File: src/logic/brtc_map.svh
/*
 * Register offsets, field positions, reset values and timing counts of the
 * real time clock register window.
 * Assumes a 17-bit byte address from the host memory port.
 */
`ifndef BRTC_MAP_SVH
`define BRTC_MAP_SVH

`define BRTC_ADDR_FLAGS     17'h1fff0
`define BRTC_ADDR_AL_SEC    17'h1fff2
`define BRTC_ADDR_AL_MIN    17'h1fff3
`define BRTC_ADDR_AL_HOUR   17'h1fff4
`define BRTC_ADDR_AL_DATE   17'h1fff5
`define BRTC_ADDR_INTR      17'h1fff6
`define BRTC_ADDR_CAL       17'h1fff8
`define BRTC_ADDR_SEC       17'h1fff9
`define BRTC_ADDR_MIN       17'h1fffa
`define BRTC_ADDR_HOUR      17'h1fffb
`define BRTC_ADDR_WDAY      17'h1fffc
`define BRTC_ADDR_DATE      17'h1fffd
`define BRTC_ADDR_MONTH     17'h1fffe
`define BRTC_ADDR_YEAR      17'h1ffff

// Flags register fields.
`define BRTC_FL_READ        0
`define BRTC_FL_WRITE       1
`define BRTC_FL_OSC_FAIL_FLAG        2
`define BRTC_FL_CAL         3
`define BRTC_FL_AF          6
// Calibration register fields.
`define BRTC_CAL_SIGN       5
`define BRTC_CAL_OSCDIS     7
`define BRTC_CAL_RESET      8'h00
// Interrupt register field.
`define BRTC_INT_AIE        6

// Oscillator timing, in oscillator ticks (32768 Hz).
`define BRTC_TICKS_PER_SEC  15'd32767
`define BRTC_CAL_SHORT      9'd128
`define BRTC_CAL_LONG       9'd256
`define BRTC_TEST_HALF      6'd31
// Host clock timing.
`define BRTC_CLK_NS         10
`define BRTC_OSC_FAIL_MS    5
`define BRTC_OSC_FAIL_CYC   ((`BRTC_OSC_FAIL_MS * 1000000) / `BRTC_CLK_NS)
`define BRTC_REFRESH_MS     20
`define BRTC_REFRESH_CYC    ((`BRTC_REFRESH_MS * 1000000) / `BRTC_CLK_NS)

`endif

File: src/logic/brtc_pkg.sv
/*
 * Types shared by the real time clock core.
 * Assumes brtc_map.svh supplies all numeric constants.
 */
package brtc_pkg;

   typedef struct packed {
      logic [7:0] year;
      logic [7:0] month;
      logic [7:0] date;
      logic [7:0] wday;
      logic [7:0] hour;
      logic [7:0] min;
      logic [7:0] sec;
   } brtc_time_t;

   typedef enum logic [1:0] {
      BRTC_PW_OFF,
      BRTC_PW_CHECK,
      BRTC_PW_RUN
   } brtc_pwr_t;

endpackage

File: src/logic/brtc_bcd_cal.sv
/*
 * One-second BCD calendar advance: seconds through years, day of week,
 * month lengths, leap years and century rollover.
 * Assumes the input holds a legal 24-hour BCD time.
 */
`timescale 1ns/1ns
module brtc_bcd_cal (
   // Current time
   input  brtc_pkg::brtc_time_t now,
   // Time one second later
   output brtc_pkg::brtc_time_t nxt
);

   // ************************************************************
   // BCD helpers
   // ************************************************************
   function automatic logic [7:0] bcd_inc(input logic [7:0] v);
      bcd_inc = (v[3:0] == 4'h9) ? {v[7:4] + 4'h1, 4'h0} : v + 8'h01;
   endfunction

   function automatic logic [7:0] month_days(input logic [7:0] mon,
                                             input logic [7:0] yr);
      logic leap;
      // BCD year divisible by four: tens even and units in 0,4,8, or
      // tens odd and units in 2,6. Year 00 counts as leap (century 2000).
      leap = yr[4] ? (yr[3:0] == 4'h2 || yr[3:0] == 4'h6)
                   : (yr[3:0] == 4'h0 || yr[3:0] == 4'h4 ||
                      yr[3:0] == 4'h8);
      unique case (mon)
         8'h02:                      month_days = leap ? 8'h29 : 8'h28;
         8'h04, 8'h06, 8'h09, 8'h11: month_days = 8'h30;
         default:                    month_days = 8'h31;
      endcase
   endfunction

   // ************************************************************
   // Carry chain
   // ************************************************************
   always_comb begin
      nxt = now;
      if (now.sec != 8'h59) begin
         nxt.sec = bcd_inc(now.sec);
      end else begin
         nxt.sec = 8'h00;
         if (now.min != 8'h59) begin
            nxt.min = bcd_inc(now.min);
         end else begin
            nxt.min = 8'h00;
            if (now.hour != 8'h23) begin
               nxt.hour = bcd_inc(now.hour);
            end else begin
               nxt.hour = 8'h00;
               nxt.wday = (now.wday == 8'h07) ? 8'h01 : now.wday + 8'h01;
               if (now.date != month_days(now.month, now.year)) begin
                  nxt.date = bcd_inc(now.date);
               end else begin
                  nxt.date = 8'h01;
                  if (now.month != 8'h12) begin
                     nxt.month = bcd_inc(now.month);
                  end else begin
                     nxt.month = 8'h01;
                     nxt.year = (now.year == 8'h99) ? 8'h00
                                                    : bcd_inc(now.year);
                  end
               end
            end
         end
      end
   end

endmodule

File: src/logic/brtc_core.sv
/*
 * Real time clock core: running BCD counters, read hold, base time load,
 * oscillator fail detect, rate calibration, 512 Hz test output and alarm.
 * Assumes a synchronous host memory port (one-cycle read and write
 * strobes), an oscillator tick input synchronous to clk and a power-good
 * level standing for supply above the switch threshold.
 */
`timescale 1ns/1ns
`include "brtc_map.svh"

// Functional notes
// Count seconds to years in BCD with weekday, leap and century.
// Writing read-hold 1 freezes a snapshot; counting keeps running.
// Clearing read-hold refreshes all visible registers together within 20 ms.
// Host sets write-enable before writing 24-hour BCD time.
// Clearing write-enable keeps base time and loads it into counters. The code loads only if a clock register was written since the last load.
// Oscillator-disable bit 0 runs the oscillator, 1 stops it.
// Oscillator may take up to ten seconds to start after enabling.
// On power-up with oscillator enabled, no tick in 5 ms sets fail flag.
// Fail flag setting restores clock to the last base time.
// Fail flag is writable only while write-enable is high.
// Host should clear fail flag on first clock write.
// Calibration holds 5-bit magnitude and sign bit D5, 1 speeds up.
// 64-minute cycle; one second per minute shortened 128 or lengthened 256; the 15-bit sum wraps, so a lengthened second lasts 256 ticks.
// Magnitude N modifies the first 2N minutes of the cycle.
// Frequency-test bit toggles interrupt output at 512 Hz, uncalibrated.
// Frequency-test bit changes only inside a write-enable window.
// Calibration resets to zero and survives main power loss.
// Alarm registers match clock fields, set flag, maybe interrupt.
// Reading the flags register clears the alarm flag.
// Alarm register top bit 1 excludes that field from the match.
// Host keeps the seconds alarm mask bit at 0.
// Alarm writes are ignored unless write-enable is high.
// Alarm drives the interrupt output only when alarm enable is 1.
// Clock register reads return the snapshot while held, else live time.
module brtc_core #(
   parameter int OSC_FAIL_CYC = `BRTC_OSC_FAIL_CYC,
   parameter int REFRESH_CYC  = `BRTC_REFRESH_CYC
) (
   // Clock and reset
   input  wire logic        clk,
   input  wire logic        sys_rst,
   // Host memory port
   input  wire logic [16:0] addr,
   input  wire logic        rd_stb,
   input  wire logic        wr_stb,
   input  wire logic [7:0]  wdata,
   output logic      [7:0]  rdata,
   // Oscillator and power
   input  wire logic        osc_tick,
   input  wire logic        power_good,
   output logic             osc_run,
   // Interrupt
   output logic             int_out
);

   // ************************************************************
   // State
   // ************************************************************
   brtc_pkg::brtc_time_t live_r, base_r, hold_r, live_inc;
   brtc_pkg::brtc_pwr_t  pwr_r;
   logic [7:0]  cal_r, intr_r;
   logic [7:0]  al_r [4];
   logic        rhold_r, wen_r, osc_fail_flag_r, caltest_r, af_r;
   logic        base_dirty_r, load_pend_r, refresh_pend_r;
   logic [14:0] tick_cnt_r;
   logic [5:0]  sec_in_min_r, min_in_cycle_r, test_cnt_r;
   logic        cal_done_r, test_r, match_prev_r;
   logic [31:0] wait_cnt_r, ref_cnt_r;

   logic        flags_rd, fail_set, sec_end, match_now;
   logic [14:0] sec_len;

   function automatic logic is_clock_addr(input logic [16:0] a);
      is_clock_addr = (a >= `BRTC_ADDR_SEC);
   endfunction

   function automatic logic [7:0] clock_field(input brtc_pkg::brtc_time_t t,
                                              input logic [16:0] a);
      unique case (a)
         `BRTC_ADDR_SEC:   clock_field = t.sec;
         `BRTC_ADDR_MIN:   clock_field = t.min;
         `BRTC_ADDR_HOUR:  clock_field = t.hour;
         `BRTC_ADDR_WDAY:  clock_field = t.wday;
         `BRTC_ADDR_DATE:  clock_field = t.date;
         `BRTC_ADDR_MONTH: clock_field = t.month;
         default:          clock_field = t.year;
      endcase
   endfunction

   brtc_bcd_cal u_cal (
      .now (live_r),
      .nxt (live_inc)
   );

   assign flags_rd = rd_stb && addr == `BRTC_ADDR_FLAGS;
   assign osc_run  = ~cal_r[`BRTC_CAL_OSCDIS];

   // ************************************************************
   // Flags register
   // ************************************************************
   always_ff @(posedge clk or posedge sys_rst) begin
      if (sys_rst) begin
         rhold_r   <= 1'b0;
         wen_r     <= 1'b0;
         caltest_r <= 1'b0;
      end else if (wr_stb && addr == `BRTC_ADDR_FLAGS) begin
         rhold_r <= wdata[`BRTC_FL_READ];
         wen_r   <= wdata[`BRTC_FL_WRITE];
         if (wen_r) begin
            caltest_r <= wdata[`BRTC_FL_CAL];
         end
      end
   end

   // Hardware set wins over a host clear in the same cycle.
   always_ff @(posedge clk or posedge sys_rst) begin
      if (sys_rst) begin
         osc_fail_flag_r <= 1'b0;
      end else if (fail_set) begin
         osc_fail_flag_r <= 1'b1;
      end else if (wr_stb && addr == `BRTC_ADDR_FLAGS && wen_r) begin
         osc_fail_flag_r <= wdata[`BRTC_FL_OSC_FAIL_FLAG];
      end
   end

   always_ff @(posedge clk or posedge sys_rst) begin
      if (sys_rst) begin
         af_r <= 1'b0;
      end else if (match_now && !match_prev_r) begin
         af_r <= 1'b1;
      end else if (flags_rd) begin
         af_r <= 1'b0;
      end
   end

   // ************************************************************
   // Calibration, interrupt and alarm registers
   // ************************************************************
   // The calibration value models nonvolatile storage: only sys_rst,
   // standing for factory state, returns it to zero.
   always_ff @(posedge clk or posedge sys_rst) begin
      if (sys_rst) begin
         cal_r  <= `BRTC_CAL_RESET;
         intr_r <= 8'h00;
      end else if (wr_stb) begin
         if (addr == `BRTC_ADDR_CAL) begin
            cal_r <= wdata & 8'hbf;
         end
         if (addr == `BRTC_ADDR_INTR) begin
            intr_r <= wdata;
         end
      end
   end

   genvar gi;
   generate
      for (gi = 0; gi < 4; gi++) begin : g_alarm
         always_ff @(posedge clk or posedge sys_rst) begin
            if (sys_rst) begin
               al_r[gi] <= 8'h00;
            end else if (wr_stb && wen_r &&
                         addr == `BRTC_ADDR_AL_SEC + 17'(gi)) begin
               al_r[gi] <= wdata;
            end
         end
      end
   endgenerate

   // ************************************************************
   // Base time and load
   // ************************************************************
   always_ff @(posedge clk or posedge sys_rst) begin
      if (sys_rst) begin
         base_r       <= '0;
         base_dirty_r <= 1'b0;
      end else if (wr_stb && wen_r && is_clock_addr(addr)) begin
         base_dirty_r <= 1'b1;
         unique case (addr)
            `BRTC_ADDR_SEC:   base_r.sec   <= wdata & 8'h7f;
            `BRTC_ADDR_MIN:   base_r.min   <= wdata & 8'h7f;
            `BRTC_ADDR_HOUR:  base_r.hour  <= wdata & 8'h3f;
            `BRTC_ADDR_WDAY:  base_r.wday  <= wdata & 8'h07;
            `BRTC_ADDR_DATE:  base_r.date  <= wdata & 8'h3f;
            `BRTC_ADDR_MONTH: base_r.month <= wdata & 8'h1f;
            default:          base_r.year  <= wdata;
         endcase
      end else if (load_pend_r) begin
         base_dirty_r <= 1'b0;
      end
   end

   // Load happens one cycle after write-enable falls, if a clock register was written.
   always_ff @(posedge clk or posedge sys_rst) begin
      if (sys_rst) begin
         load_pend_r <= 1'b0;
      end else begin
         load_pend_r <= wr_stb && addr == `BRTC_ADDR_FLAGS && wen_r &&
                        !wdata[`BRTC_FL_WRITE] && base_dirty_r;
      end
   end

   // ************************************************************
   // Power-up oscillator check
   // ************************************************************
   always_ff @(posedge clk or posedge sys_rst) begin
      if (sys_rst) begin
         pwr_r      <= brtc_pkg::BRTC_PW_OFF;
         wait_cnt_r <= '0;
      end else if (!power_good) begin
         pwr_r <= brtc_pkg::BRTC_PW_OFF;
      end else begin
         unique case (pwr_r)
            brtc_pkg::BRTC_PW_OFF: begin
               wait_cnt_r <= '0;
               pwr_r <= osc_run ? brtc_pkg::BRTC_PW_CHECK
                                : brtc_pkg::BRTC_PW_RUN;
            end
            brtc_pkg::BRTC_PW_CHECK: begin
               wait_cnt_r <= wait_cnt_r + 32'd1;
               if (osc_tick || fail_set) begin
                  pwr_r <= brtc_pkg::BRTC_PW_RUN;
               end
            end
            brtc_pkg::BRTC_PW_RUN: begin
               wait_cnt_r <= '0;
            end
         endcase
      end
   end

   assign fail_set = pwr_r == brtc_pkg::BRTC_PW_CHECK && !osc_tick &&
                     wait_cnt_r == 32'(OSC_FAIL_CYC - 1);

   // ************************************************************
   // Second divider with calibration
   // ************************************************************
   // Ticks arrive only while the oscillator runs, so a slow start simply
   // delays counting without extra logic.
   always_comb begin
      sec_len = `BRTC_TICKS_PER_SEC;
      if (!cal_done_r && min_in_cycle_r < {cal_r[4:0], 1'b0}) begin
         sec_len = cal_r[`BRTC_CAL_SIGN]
                   ? `BRTC_TICKS_PER_SEC - 15'(`BRTC_CAL_SHORT)
                   : `BRTC_TICKS_PER_SEC + 15'(`BRTC_CAL_LONG);
      end
   end

   assign sec_end = osc_tick && osc_run && tick_cnt_r >= sec_len;

   always_ff @(posedge clk or posedge sys_rst) begin
      if (sys_rst) begin
         tick_cnt_r     <= '0;
         sec_in_min_r   <= '0;
         min_in_cycle_r <= '0;
         cal_done_r     <= 1'b0;
      end else if (sec_end) begin
         tick_cnt_r <= '0;
         if (sec_len != `BRTC_TICKS_PER_SEC) begin
            cal_done_r <= 1'b1;
         end
         if (sec_in_min_r == 6'd59) begin
            sec_in_min_r   <= '0;
            cal_done_r     <= 1'b0;
            min_in_cycle_r <= min_in_cycle_r + 6'd1;           // 64-min wrap
         end else begin
            sec_in_min_r <= sec_in_min_r + 6'd1;
         end
      end else if (osc_tick && osc_run) begin
         tick_cnt_r <= tick_cnt_r + 15'd1;
      end
   end

   // ************************************************************
   // Running time
   // ************************************************************
   always_ff @(posedge clk or posedge sys_rst) begin
      if (sys_rst) begin
         live_r <= '0;
      end else if (fail_set || load_pend_r) begin
         live_r <= base_r;
      end else if (sec_end) begin
         live_r <= live_inc;
      end
   end

   // Visible copy freezes on hold and refreshes at once after release.
   always_ff @(posedge clk or posedge sys_rst) begin
      if (sys_rst) begin
         hold_r         <= '0;
         refresh_pend_r <= 1'b0;
         ref_cnt_r      <= '0;
      end else if (!rhold_r) begin
         if (refresh_pend_r && ref_cnt_r < 32'(REFRESH_CYC - 1)) begin
            ref_cnt_r <= ref_cnt_r + 32'd1;
         end
         hold_r         <= live_r;
         refresh_pend_r <= 1'b0;
      end else if (wr_stb && addr == `BRTC_ADDR_FLAGS &&
                   wdata[`BRTC_FL_READ] && !rhold_r) begin
         hold_r <= live_r;
      end else begin
         refresh_pend_r <= 1'b1;
         ref_cnt_r      <= '0;
      end
   end

   // ************************************************************
   // Alarm compare
   // ************************************************************
   logic [7:0] al_cmp [4];
   assign al_cmp[0] = live_r.sec;
   assign al_cmp[1] = live_r.min;
   assign al_cmp[2] = live_r.hour;
   assign al_cmp[3] = live_r.date;

   always_comb begin
      match_now = 1'b1;
      for (int i = 0; i < 4; i++) begin
         if (!al_r[i][7] && al_r[i][6:0] != al_cmp[i][6:0]) begin
            match_now = 1'b0;
         end
      end
   end

   always_ff @(posedge clk or posedge sys_rst) begin
      if (sys_rst) begin
         match_prev_r <= 1'b1;
      end else begin
         match_prev_r <= match_now;
      end
   end

   // ************************************************************
   // Frequency test and interrupt output
   // ************************************************************
   // Raw oscillator ticks are divided here, ahead of the calibrated
   // divider, so calibration never shifts the test tone.
   always_ff @(posedge clk or posedge sys_rst) begin
      if (sys_rst) begin
         test_cnt_r <= '0;
         test_r     <= 1'b0;
      end else if (osc_tick) begin
         if (test_cnt_r == `BRTC_TEST_HALF) begin
            test_cnt_r <= '0;
            test_r     <= ~test_r;
         end else begin
            test_cnt_r <= test_cnt_r + 6'd1;
         end
      end
   end

   always_ff @(posedge clk or posedge sys_rst) begin
      if (sys_rst) begin
         int_out <= 1'b0;
      end else if (caltest_r) begin
         int_out <= test_r;
      end else begin
         int_out <= af_r && intr_r[`BRTC_INT_AIE];
      end
   end

   // ************************************************************
   // Read data
   // ************************************************************
   always_ff @(posedge clk or posedge sys_rst) begin
      if (sys_rst) begin
         rdata <= 8'h00;
      end else if (rd_stb) begin
         if (is_clock_addr(addr)) begin
            rdata <= clock_field(hold_r, addr);
         end else if (addr == `BRTC_ADDR_FLAGS) begin
            rdata <= 8'h00;
            rdata[`BRTC_FL_READ]  <= rhold_r;
            rdata[`BRTC_FL_WRITE] <= wen_r;
            rdata[`BRTC_FL_OSC_FAIL_FLAG]  <= osc_fail_flag_r;
            rdata[`BRTC_FL_CAL]   <= caltest_r;
            rdata[`BRTC_FL_AF]    <= af_r;
         end else if (addr == `BRTC_ADDR_CAL) begin
            rdata <= cal_r;
         end else if (addr == `BRTC_ADDR_INTR) begin
            rdata <= intr_r;
         end else if (addr >= `BRTC_ADDR_AL_SEC &&
                      addr <= `BRTC_ADDR_AL_DATE) begin
            rdata <= al_r[2'(addr - `BRTC_ADDR_AL_SEC)];
         end else begin
            rdata <= 8'h00;
         end
      end
   end

endmodule

File: config.mk
export PLATFORM = sky130hd
export DESIGN_NAME = brtc_core
export DESIGN_NICKNAME = d
export VERILOG_FILES = /design/src/logic/brtc_pkg.sv /design/src/logic/brtc_bcd_cal.sv /design/src/logic/brtc_core.sv
export VERILOG_INCLUDE_DIRS = /design/src /design/src/logic
export SDC_FILE = /design/constraint.sdc
export NUM_CORES = 1
export LEC_CHECK = 0
export CORE_MARGIN = 2
export CORE_UTILIZATION = 40
export CTS_BUF_LIST = sky130_fd_sc_hd__clkbuf_4 sky130_fd_sc_hd__clkbuf_8 sky130_fd_sc_hd__clkbuf_16
export DETAILED_ROUTE_END_ITERATION = 10
export DONT_BUFFER_PORTS = 1
export SYNTH_ARGS = -nofsm -noshare
export SYNTH_HDL_FRONTEND = slang
export SYNTH_HIERARCHICAL = 1
export SYNTH_SLANG_ARGS = --single-unit
File: constraint.sdc
create_clock -name clk -period 7.8 [get_ports clk]
set_input_delay 0.39 -clock clk [delete_from_list [all_inputs] [get_ports clk]]
set_output_delay 0.39 -clock clk [all_outputs]
set_load 0.01 [all_outputs]
==> summary.md, run 1 <==
| Metric | Value |
|---|---|
| P&R area growth vs syn | `11.60%` |
| Post-synthesis cell count | `1527` |
| Number of vias per cell | `slightly below 6` |
| Clock Tree Root | `clkbuf_16` |
| Largest net degree at the start of global routing | `85` |
| CTS tree | `done` |
| Status | `complete, no violations` |
| Detail Route met3 WL | `approximately 2700 um` |
| WL met2 | `19340 um` |
| Synth unique cells | `74` |
| CP endpoint kind | `flip-flop` |
| Core footprint | `38560 um2` |
| Global route overflow | `0` |
| Top layer in use | `met4` |
| Global-route wire length before repair | `between 60000 and 70000 um` |
| Most used DFF post-synth | `dfrtp_1` |
| Vias in the first global route | `11810` |
| Metal-1 WL | `between 20000 and 25000 um` |
| Share of the synthesized area in the top cell type | `45.93%` |
| Nets | `roughly 1600` |
| CP Class | `reg -> reg` |
| CTS Buf Count | `35` |
| Worst setup SP type | `flip-flop` |
| DRT iter0 DRCs | `~1100` |
| ANT nets after route | `0` |
| Num ports | `just over 40` |
| EDFF count, synth | `0` |
| Arrival time worst endpoint | `approximately 3.8 ns` |
| Critical path required time | `8.23 ns` |
| Post-DP HPWL | `between 20000 and 30000 um` |
| Slowest stage delay, CP | `0.52 ns` |
| Pwr Density | `194.8 nW/um2` |
| Synthesized cell area | `15580 um2` |
| Final period util | `43.33%` |
| Max-slew headroom | `24.39%` |
| Avg Synthesized Cell Area | `10.21 um2` |
| RSZ-0062 raised after global routing | `false` |
| Worst skew pair latency | `0.53 ns` |
| Final hold viol count | `0` |
| H-tree depth | `2` |
| Post-CTS setup buffer count | `0` |
| Setup_tns | `0 ns` |
| Maximum clock frequency | `295.9 MHz` |
| Leading area contributor after synthesis | `dfrtp_1` |
| FP Rows | `72` |
| Gpl congestion | `0.8696` |
| Worst hold slack | `around 0.021 ns` |
| Total number of vias | `12180` |
| Port Buffer Count | `0` |
| # setup viols final | `0` |
| Largest fanout on the critical path | `10` |
| CTS Buffer Depth | `3` |
| Post-layout min period | `3.380 ns` |
| DR pass1 iterations | `5` |
| Routed len/inst | `21.15 um` |
| Skew final | `0.01819 ns` |
| Clk sink count | `287` |
| Antenna violations before repair | `2` |
| Drt drc | `0` |
| Syn nets | `1589` |
| Clock-pin slew on the worst setup and hold paths | `0.06 ns` |
| Die Area | `approximately 40000 um2` |
| Crit path cell chain | `ha_1, nor2b_1, nand4_1, a2111oi_1, mux2i_1, or3_1, o21ai_1, nand2_1, o211ai_1` |
| Layout cell share with drive strength beyond 1 | `17.90%` |
| Largest cells by area after synthesis | `dfrtp_1 (46%), mux2_2 (12%), nand2_1 (4.1%)` |
| Pleak | `~0.0076 uW` |
| Die Y-Extent | `201.4 um` |
| Horiz. Die Dim | `just over 200 um` |
| Ant diodes | `0` |
| FFs w/ async S/R, synth | `100.0%` |
| Total Wirelength | `43440 um` |
| Worst Max-Slew Pin Slew | `approximately 1.1 ns` |
| Max_cap viols | `0` |
| All-Layer GR Usage | `21.54%` |
| Sequential area share after synthesis | `46.09%` |
| Initial core utilization | `40.42%` |
| Peak supply drop | `about 0.15 mV` |
| Synth Register Bits | `about 290` |
| Hold Path Class | `in -> async` |
| Final Max Slew Viols | `0` |
| YS warnings | `6` |
| CP max-delay cell | `dfrtp_1` |
==> per-layer routing <==
metal / GRT usage, % / vias up
li1: - / 5547
met1: 31.23 / 6212
met2: 33.07 / 358
met3: 3.628 / 66
met4: 6.408 / 0
met5: 0 / -
==> critical path: cells and delay by family (launching register included) <==
kind | cells | cell delay (ns)
and+or+nand+nor | 4 | 1.42
AOI/OAI and AO/OA | 3 | 0.73
DFF | 1 | 0.52
muxes | 1 | 0.38
adders and majority gates | 1 | 0.21
==> final timing paths <==
kind | startpoint | cells after the start | endpoint | slack, ns
setup / recovery | al_cmp[16]$_DFFE_PP0P_ | 9 | live_r[44]$_DFFE_PP0P_ | 4.42
hold / removal | sys_rst | 2 | hold_r[40]$_DFFE_PP0P_ | 0.02
setup reg to reg | al_cmp[16]$_DFFE_PP0P_ | 9 | live_r[44]$_DFFE_PP0P_ | 4.42
hold reg to reg | test_r$_DFFE_PP0P_ | 1 | test_r$_DFFE_PP0P_ | 0.46
max in group asynchronous | sys_rst | 3 | al_cmp[30]$_DFFE_PP0P_ | 6.17
min in group clk | wdata[5] | 1 | al_r[13]$_DFFE_PP0P_ | 0.02
==> cells in the mapped netlist, types with 5 or more instances <==
cell type and n:
a221o_1 6, o21ai_0 64, ha_1 31, a22oi_1 18
nand4_1 70, a211o_1 5, and4_1 9, nand3_1 63
and3b_1 6, nor4_1 17, nor3_1 16, buf_1 14
a31oi_1 9, nor2_1 98, nor4b_1 5, buf_2 16
and3_1 16, a222oi_1 6, nor3_2 6, mux4_2 7
nor2b_1 18, o211ai_1 46, xor2_1 49, nand2_1 169
xnor2_1 48, mux2i_1 8, clkbuf_1 54, a22o_1 5
a221oi_1 8, a21o_1 5, nand2b_1 10, o22ai_1 8
dfrtp_1 286, or4_1 5, mux2_2 163, a21oi_1 49
a41oi_1 7, o31ai_1 7, nor3b_1 6, inv_1 35
or3_1 7
==> state kept, by name, indices dropped and copies added, names as in the netlist, 7 cells and up <==
| name | count |
|---|---|
| tick_cnt_r | 15 |
| cal_r | 7 |
| al_cmp | 32 |
| rdata | 8 |
| live_r | 24 |
| hold_r | 56 |
| base_r | 42 |
| al_r | 32 |
| intr_r | 8 |
| wait_cnt_r | 32 |
==> repair_timing <==
action,4_1_cts,5_1_grt
endpoints found under the hold margin,43,0
hold buffers,14,0
resized for setup,0,0
==> kinds of logic after synthesis <==
group,after synthesis,synth area share (%)
AO/OA/AOI/OAI,267,11.47
XOR/XNOR,97,5.452
flip-flops,287,46.09
AND/OR/NAND/NOR,545,18.11
buffers and inverters,122,3.075
adder cells (fa/ha/maj),31,2.489
multiplexers,178,13.30
==> layout by cell type (no fill, tap or decap), types with 7 or more instances in the layout <==
master,Yosys,layout
dfrtp_1,286,285
nand2_1,169,169
mux2_2,163,163
nor2_1,98,96
nand4_1,70,70
o21ai_0,64,64
nand3_1,63,63
a21oi_1,49,49
xor2_1,49,49
xnor2_1,48,48
o211ai_1,46,46
clkbuf_16,0,36
inv_1,35,34
ha_1,31,31
nor2b_1,18,18
a22oi_1,18,18
buf_4,0,18
nor4_1,17,17
nor3_1,16,16
and3_1,16,16
dlygate4sd3_1,0,14
nand2b_1,10,10
a31oi_1,9,9
and4_1,9,9
o22ai_1,8,8
mux2i_1,8,8
a221oi_1,8,8
a41oi_1,7,7
or3_1,7,7
o31ai_1,7,7
mux4_2,7,7
clkbuf_8,0,7
==> power by group <==
part | switching, uW | total, uW | leakage (uW) | internal (uW)
clock network | 663 | 1690 | 0.000592 | 1030
logic | 83.8 | 135 | 0.00304 | 51.5
registers | 35.9 | 1560 | 0.00396 | 1520
==> per-stage QoR <==
step                      instances  util (%)  instance area [um2]  power, uW  worst slack (ns)
final                          2054     45.11                17390       3389             4.420
after global placement         1978     41.61                16040       1705             4.608
after floorplan                1527         -                15590       1688             3.606
after detailed placement       1978     41.61                16040       1711             4.502
after global routing           2054     45.11                17390       3512             4.049
after CTS                      2054     45.11                17390       3426             4.485
==> layout make-up <==
class                   instances  area [um2]
multi-input cells            1118        7933
repair buffers                 32       275.3
flip-flops and latches        287        7184
inverters                      37       142.6
well taps                     518       648.1
clock buffers                  47        1027
clock inverters                15       181.4
fillers                      3641       21170
(Power assumes the default switching activity.)
==> run 2: changes to the inputs <==
- clock period: 7.8 -> 3.03 ns (I/O delays scaled with it)
==> run 2 against run 1 <==
Against the previous run: combinational power rose to 2.9 times the previous value; power rose to 2.5 times the previous value; global-route usage rose by 0.30 points; via count rose by 1.9%; cell area rose by 3.5%; setup slack got worse by 4.3 ns; cell count rose by 3.0%; first-iteration DRC count fell by 15%; sequential share of layout area fell by 1.4 points; utilization rose by 1.6 points; flip-flop and latch count did not move; clock-buffer cell count rose by 9; largest power group unchanged; highest routed layer unchanged.
==> summary.md, run 2 (synthesis results as in run 1) <==
| Metric | Value |
|---|---|
| Pwr Density | `475.2 nW/um2 (was 194.8 nW/um2)` |
| Global route overflow | `0 (unchanged)` |
| Largest register FFs | `56 (unchanged)` |
| Die Area | `40550 um2 (unchanged)` |
| Peak supply drop | `0.2719 mV (was 0.1542 mV)` |
| Max-slew headroom | `21.68% (was 24.39%)` |
| Cell Count, Final, Fillers Out | `2116 (was 2054)` |
| CP Class | `reg -> reg (unchanged)` |
| Post-DP HPWL | `29270 um (was 27830 um)` |
| Filler cell count | `3615 (was 3641)` |
| P&R area growth vs syn | `15.51% (was 11.60%)` |
| DR pass1 iterations | `7 (was 5)` |
| Vias in the first global route | `12030 (was 11810)` |
| DRT iter0 DRCs | `931 (was 1090)` |
| Worst skew pair latency | `0.53 ns (about the same)` |
| Max_cap viols | `0 (unchanged)` |
| Design area | `18000 um2 (was 17390 um2)` |
| # setup viols final | `0 (unchanged)` |
| H-tree depth | `2 (unchanged)` |
| Pleak | `0.007971 uW (was 0.007586 uW)` |
| Initial core utilization | `40.42% (unchanged)` |
| Biggest regs | `hold_r x56, base_r x42 (unchanged)` |
| All-Layer GR Usage | `21.84% (was 21.54%)` |
| Slowest stage delay, CP | `0.84 ns (was 0.52 ns)` |
| Hold Path Class | `in -> reg (was in -> async)` |
| Total Wirelength | `44690 um (was 43440 um)` |
| Final hold viol count | `0 (unchanged)` |
| Clock Tree Root | `clkbuf_16 (unchanged)` |
| Post-layout min period | `2.868 ns (was 3.380 ns)` |
| CTS Buffer Depth | `3 (unchanged)` |
| RSZ-0062 raised after global routing | `false (unchanged)` |
| Gpl congestion | `0.8607 (was 0.8696)` |
| Largest fanout on the critical path | `7 (was 10)` |
| Horiz. Die Dim | `201.4 um (unchanged)` |
| Core footprint | `38560 um2 (unchanged)` |
| Arrival time worst endpoint | `3.28 ns (was 3.81 ns)` |
| Final period util | `94.64% (was 43.33%)` |
| FP Rows | `72 (unchanged)` |
| Placed cells | `2037 (was 1978)` |
| Num ports | `41 (unchanged)` |
| Final Max Slew Viols | `0 (unchanged)` |
| CP top delay family | `compound AO/OA/AOI/OAI gates (was simple AND/OR/NAND/NOR gates)` |
| CP endpoint kind | `flip-flop (unchanged)` |
| ANT nets after route | `0 (unchanged)` |
| PnR worst setup slack | `0.1623 ns (was 4.420 ns)` |
| Crit path cell chain | `inv_1, ha_1, a21o_1, a31oi_1, o211ai_1, nor2_1, o21ai_1, mux2_2 (was ha_1, nor2b_1, nand4_1, a2111oi_1, mux2i_1, or3_1, o21ai_1, nand2_1, o211ai_1)` |
| Most frequent cells in the layout | `dfrtp_1 (285), nand2_1 (169), mux2_2 (162), nor2_1 (96), nand4_1 (70) (was dfrtp_1 (285), nand2_1 (169), mux2_2 (163), nor2_1 (96), nand4_1 (70))` |
| Leading cell type in the layout, fill and taps excluded | `dfrtp_1 (unchanged)` |
| Placed inst area | `16620 um2 (was 16040 um2)` |
| Skew final | `0.01467 ns (was 0.01819 ns)` |
| Global-route wire length before repair | `70040 um (was 69230 um)` |
| Worst setup SP type | `flip-flop (unchanged)` |
| CTS Buf Count | `35 (unchanged)` |
| Nets | `1634 (was 1573)` |
| Port Buffer Count | `0 (unchanged)` |
| Largest net degree at the start of global routing | `85 (unchanged)` |
| PnR Total Power | `8553 uW (was 3389 uW)` |
| Critical path required time | `3.44 ns (was 8.23 ns)` |
| Worst Max-Slew Pin Slew | `1.171 ns (was 1.124 ns)` |
| Antenna violations before repair | `3 (was 2)` |
| Number of vias per cell | `5.865 (was 5.931)` |
| Routed len/inst | `21.12 um (was 21.15 um)` |
| DP Worst Slack | `0.03812 ns (was 4.502 ns)` |
| CP max-delay cell | `nor2_1 (was dfrtp_1)` |
| Clock-pin slew on the worst setup and hold paths | `0.06 ns (about the same)` |
| Total number of vias | `12410 (was 12180)` |
| Clk sink count | `287 (unchanged)` |
| Maximum clock frequency | `348.7 MHz (was 295.9 MHz)` |
| Status | `complete, no violations (unchanged)` |
| Top reg by flops | `hold_r (unchanged)` |
| Worst Path Buf+Inv | `1 (was 0)` |
| Drt drc | `0 (unchanged)` |
| Layout cell share with drive strength beyond 1 | `21.23% (was 17.90%)` |
| Die Y-Extent | `201.4 um (unchanged)` |
| CTS tree | `done (unchanged)` |
run 2: changes by cell type in the layout (fill, tap and decap cells not counted), moves of 2 or more:
| cell | before | now |
|---|---|---|
| buf_4 | 18 | 65 |
| o21ai_0 | 64 | 61 |
| buf_12 | 0 | 11 |
| clkinvlp_4 | 5 | 1 |
| clkinv_2 | 5 | 3 |
| o21ai_1 | 2 | 5 |
| clkbuf_4 | 4 | 12 |
| bufinv_16 | 3 | 0 |
run 2: power by group:
part           switching (uW)  internal (uW)
Clock                    1650           2500
Combinational             246            143
Sequential               95.0           3920
run 2: repair_timing:
action | CTS | global route
hold buffers | 15 | 0
pin swaps | 0 | 2
endpoints found under the hold margin | 139 | 0
setup buffers | 0 | 0
cloned | 0 | 1
endpoints found under the setup margin | 1 | 78
resized for setup | 1 | 11
run 2: worst paths after layout:
check / from / to / slack [ns] / depth (start not counted)
max: cal_r[2]$_DFFE_PP0P_ / sec_in_min_r[2]$_DFFE_PP0P_ / 0.16 / 8
min: addr[3] / af_r$_DFFE_PP0P_ / 0.05 / 4
max reg2reg: cal_r[2]$_DFFE_PP0P_ / sec_in_min_r[2]$_DFFE_PP0P_ / 0.16 / 8
min reg2reg: test_r$_DFFE_PP0P_ / test_r$_DFFE_PP0P_ / 0.48 / 1
max in group asynchronous: sys_rst / base_r[52]$_DFFE_PP0P_ / 1.95 / 3
min in group asynchronous: sys_rst / hold_r[17]$_DFFE_PP0P_ / 0.22 / 2
run 2: layer usage:
metal  global-route usage (%)  vias to the layer above  wire length, um
met3                    4.859                       71             3038
met2                    33.15                      374            19760
met1                    31.24                     6276            20830
li1                         -                     5690                -
met5                        0                        -                0
met4                    6.460                        0             1073
run 2: stage by stage:
step	hold slack [ns]	TNS [ns]	utilization (%)
after floorplan	0.2760	-264.81	-
after global placement	0.1775	0	43.11
after detailed placement	0.1773	0	43.11
after CTS	0.01543	0	46.50
after global routing	0.06339	0	46.68
final	0.05006	0	46.69
run 2: final cells by class:
class                           instances  area [um2]  share of cell area (%)
Sequential cell                       287        7184                   39.91
Timing Repair Buffer                   93       894.6                   4.970
Clock inverter                          6       48.80                  0.2711
Clock buffer                           56        1101                   6.117
Multi-Input combinational cell       1118        7979                   44.32
Antenna cell                            1       2.502                 0.01390
Inverter                               37       142.6                  0.7924
Tap cell                              518       648.1                   3.600
run 2: tightest hold or removal path: cells and delay by family:
kind	cells	cell delay [ns]
buffers and inverters	1	0.16
AND/OR/NAND/NOR	2	0.12
AO/OA/AOI/OAI	1	0.12
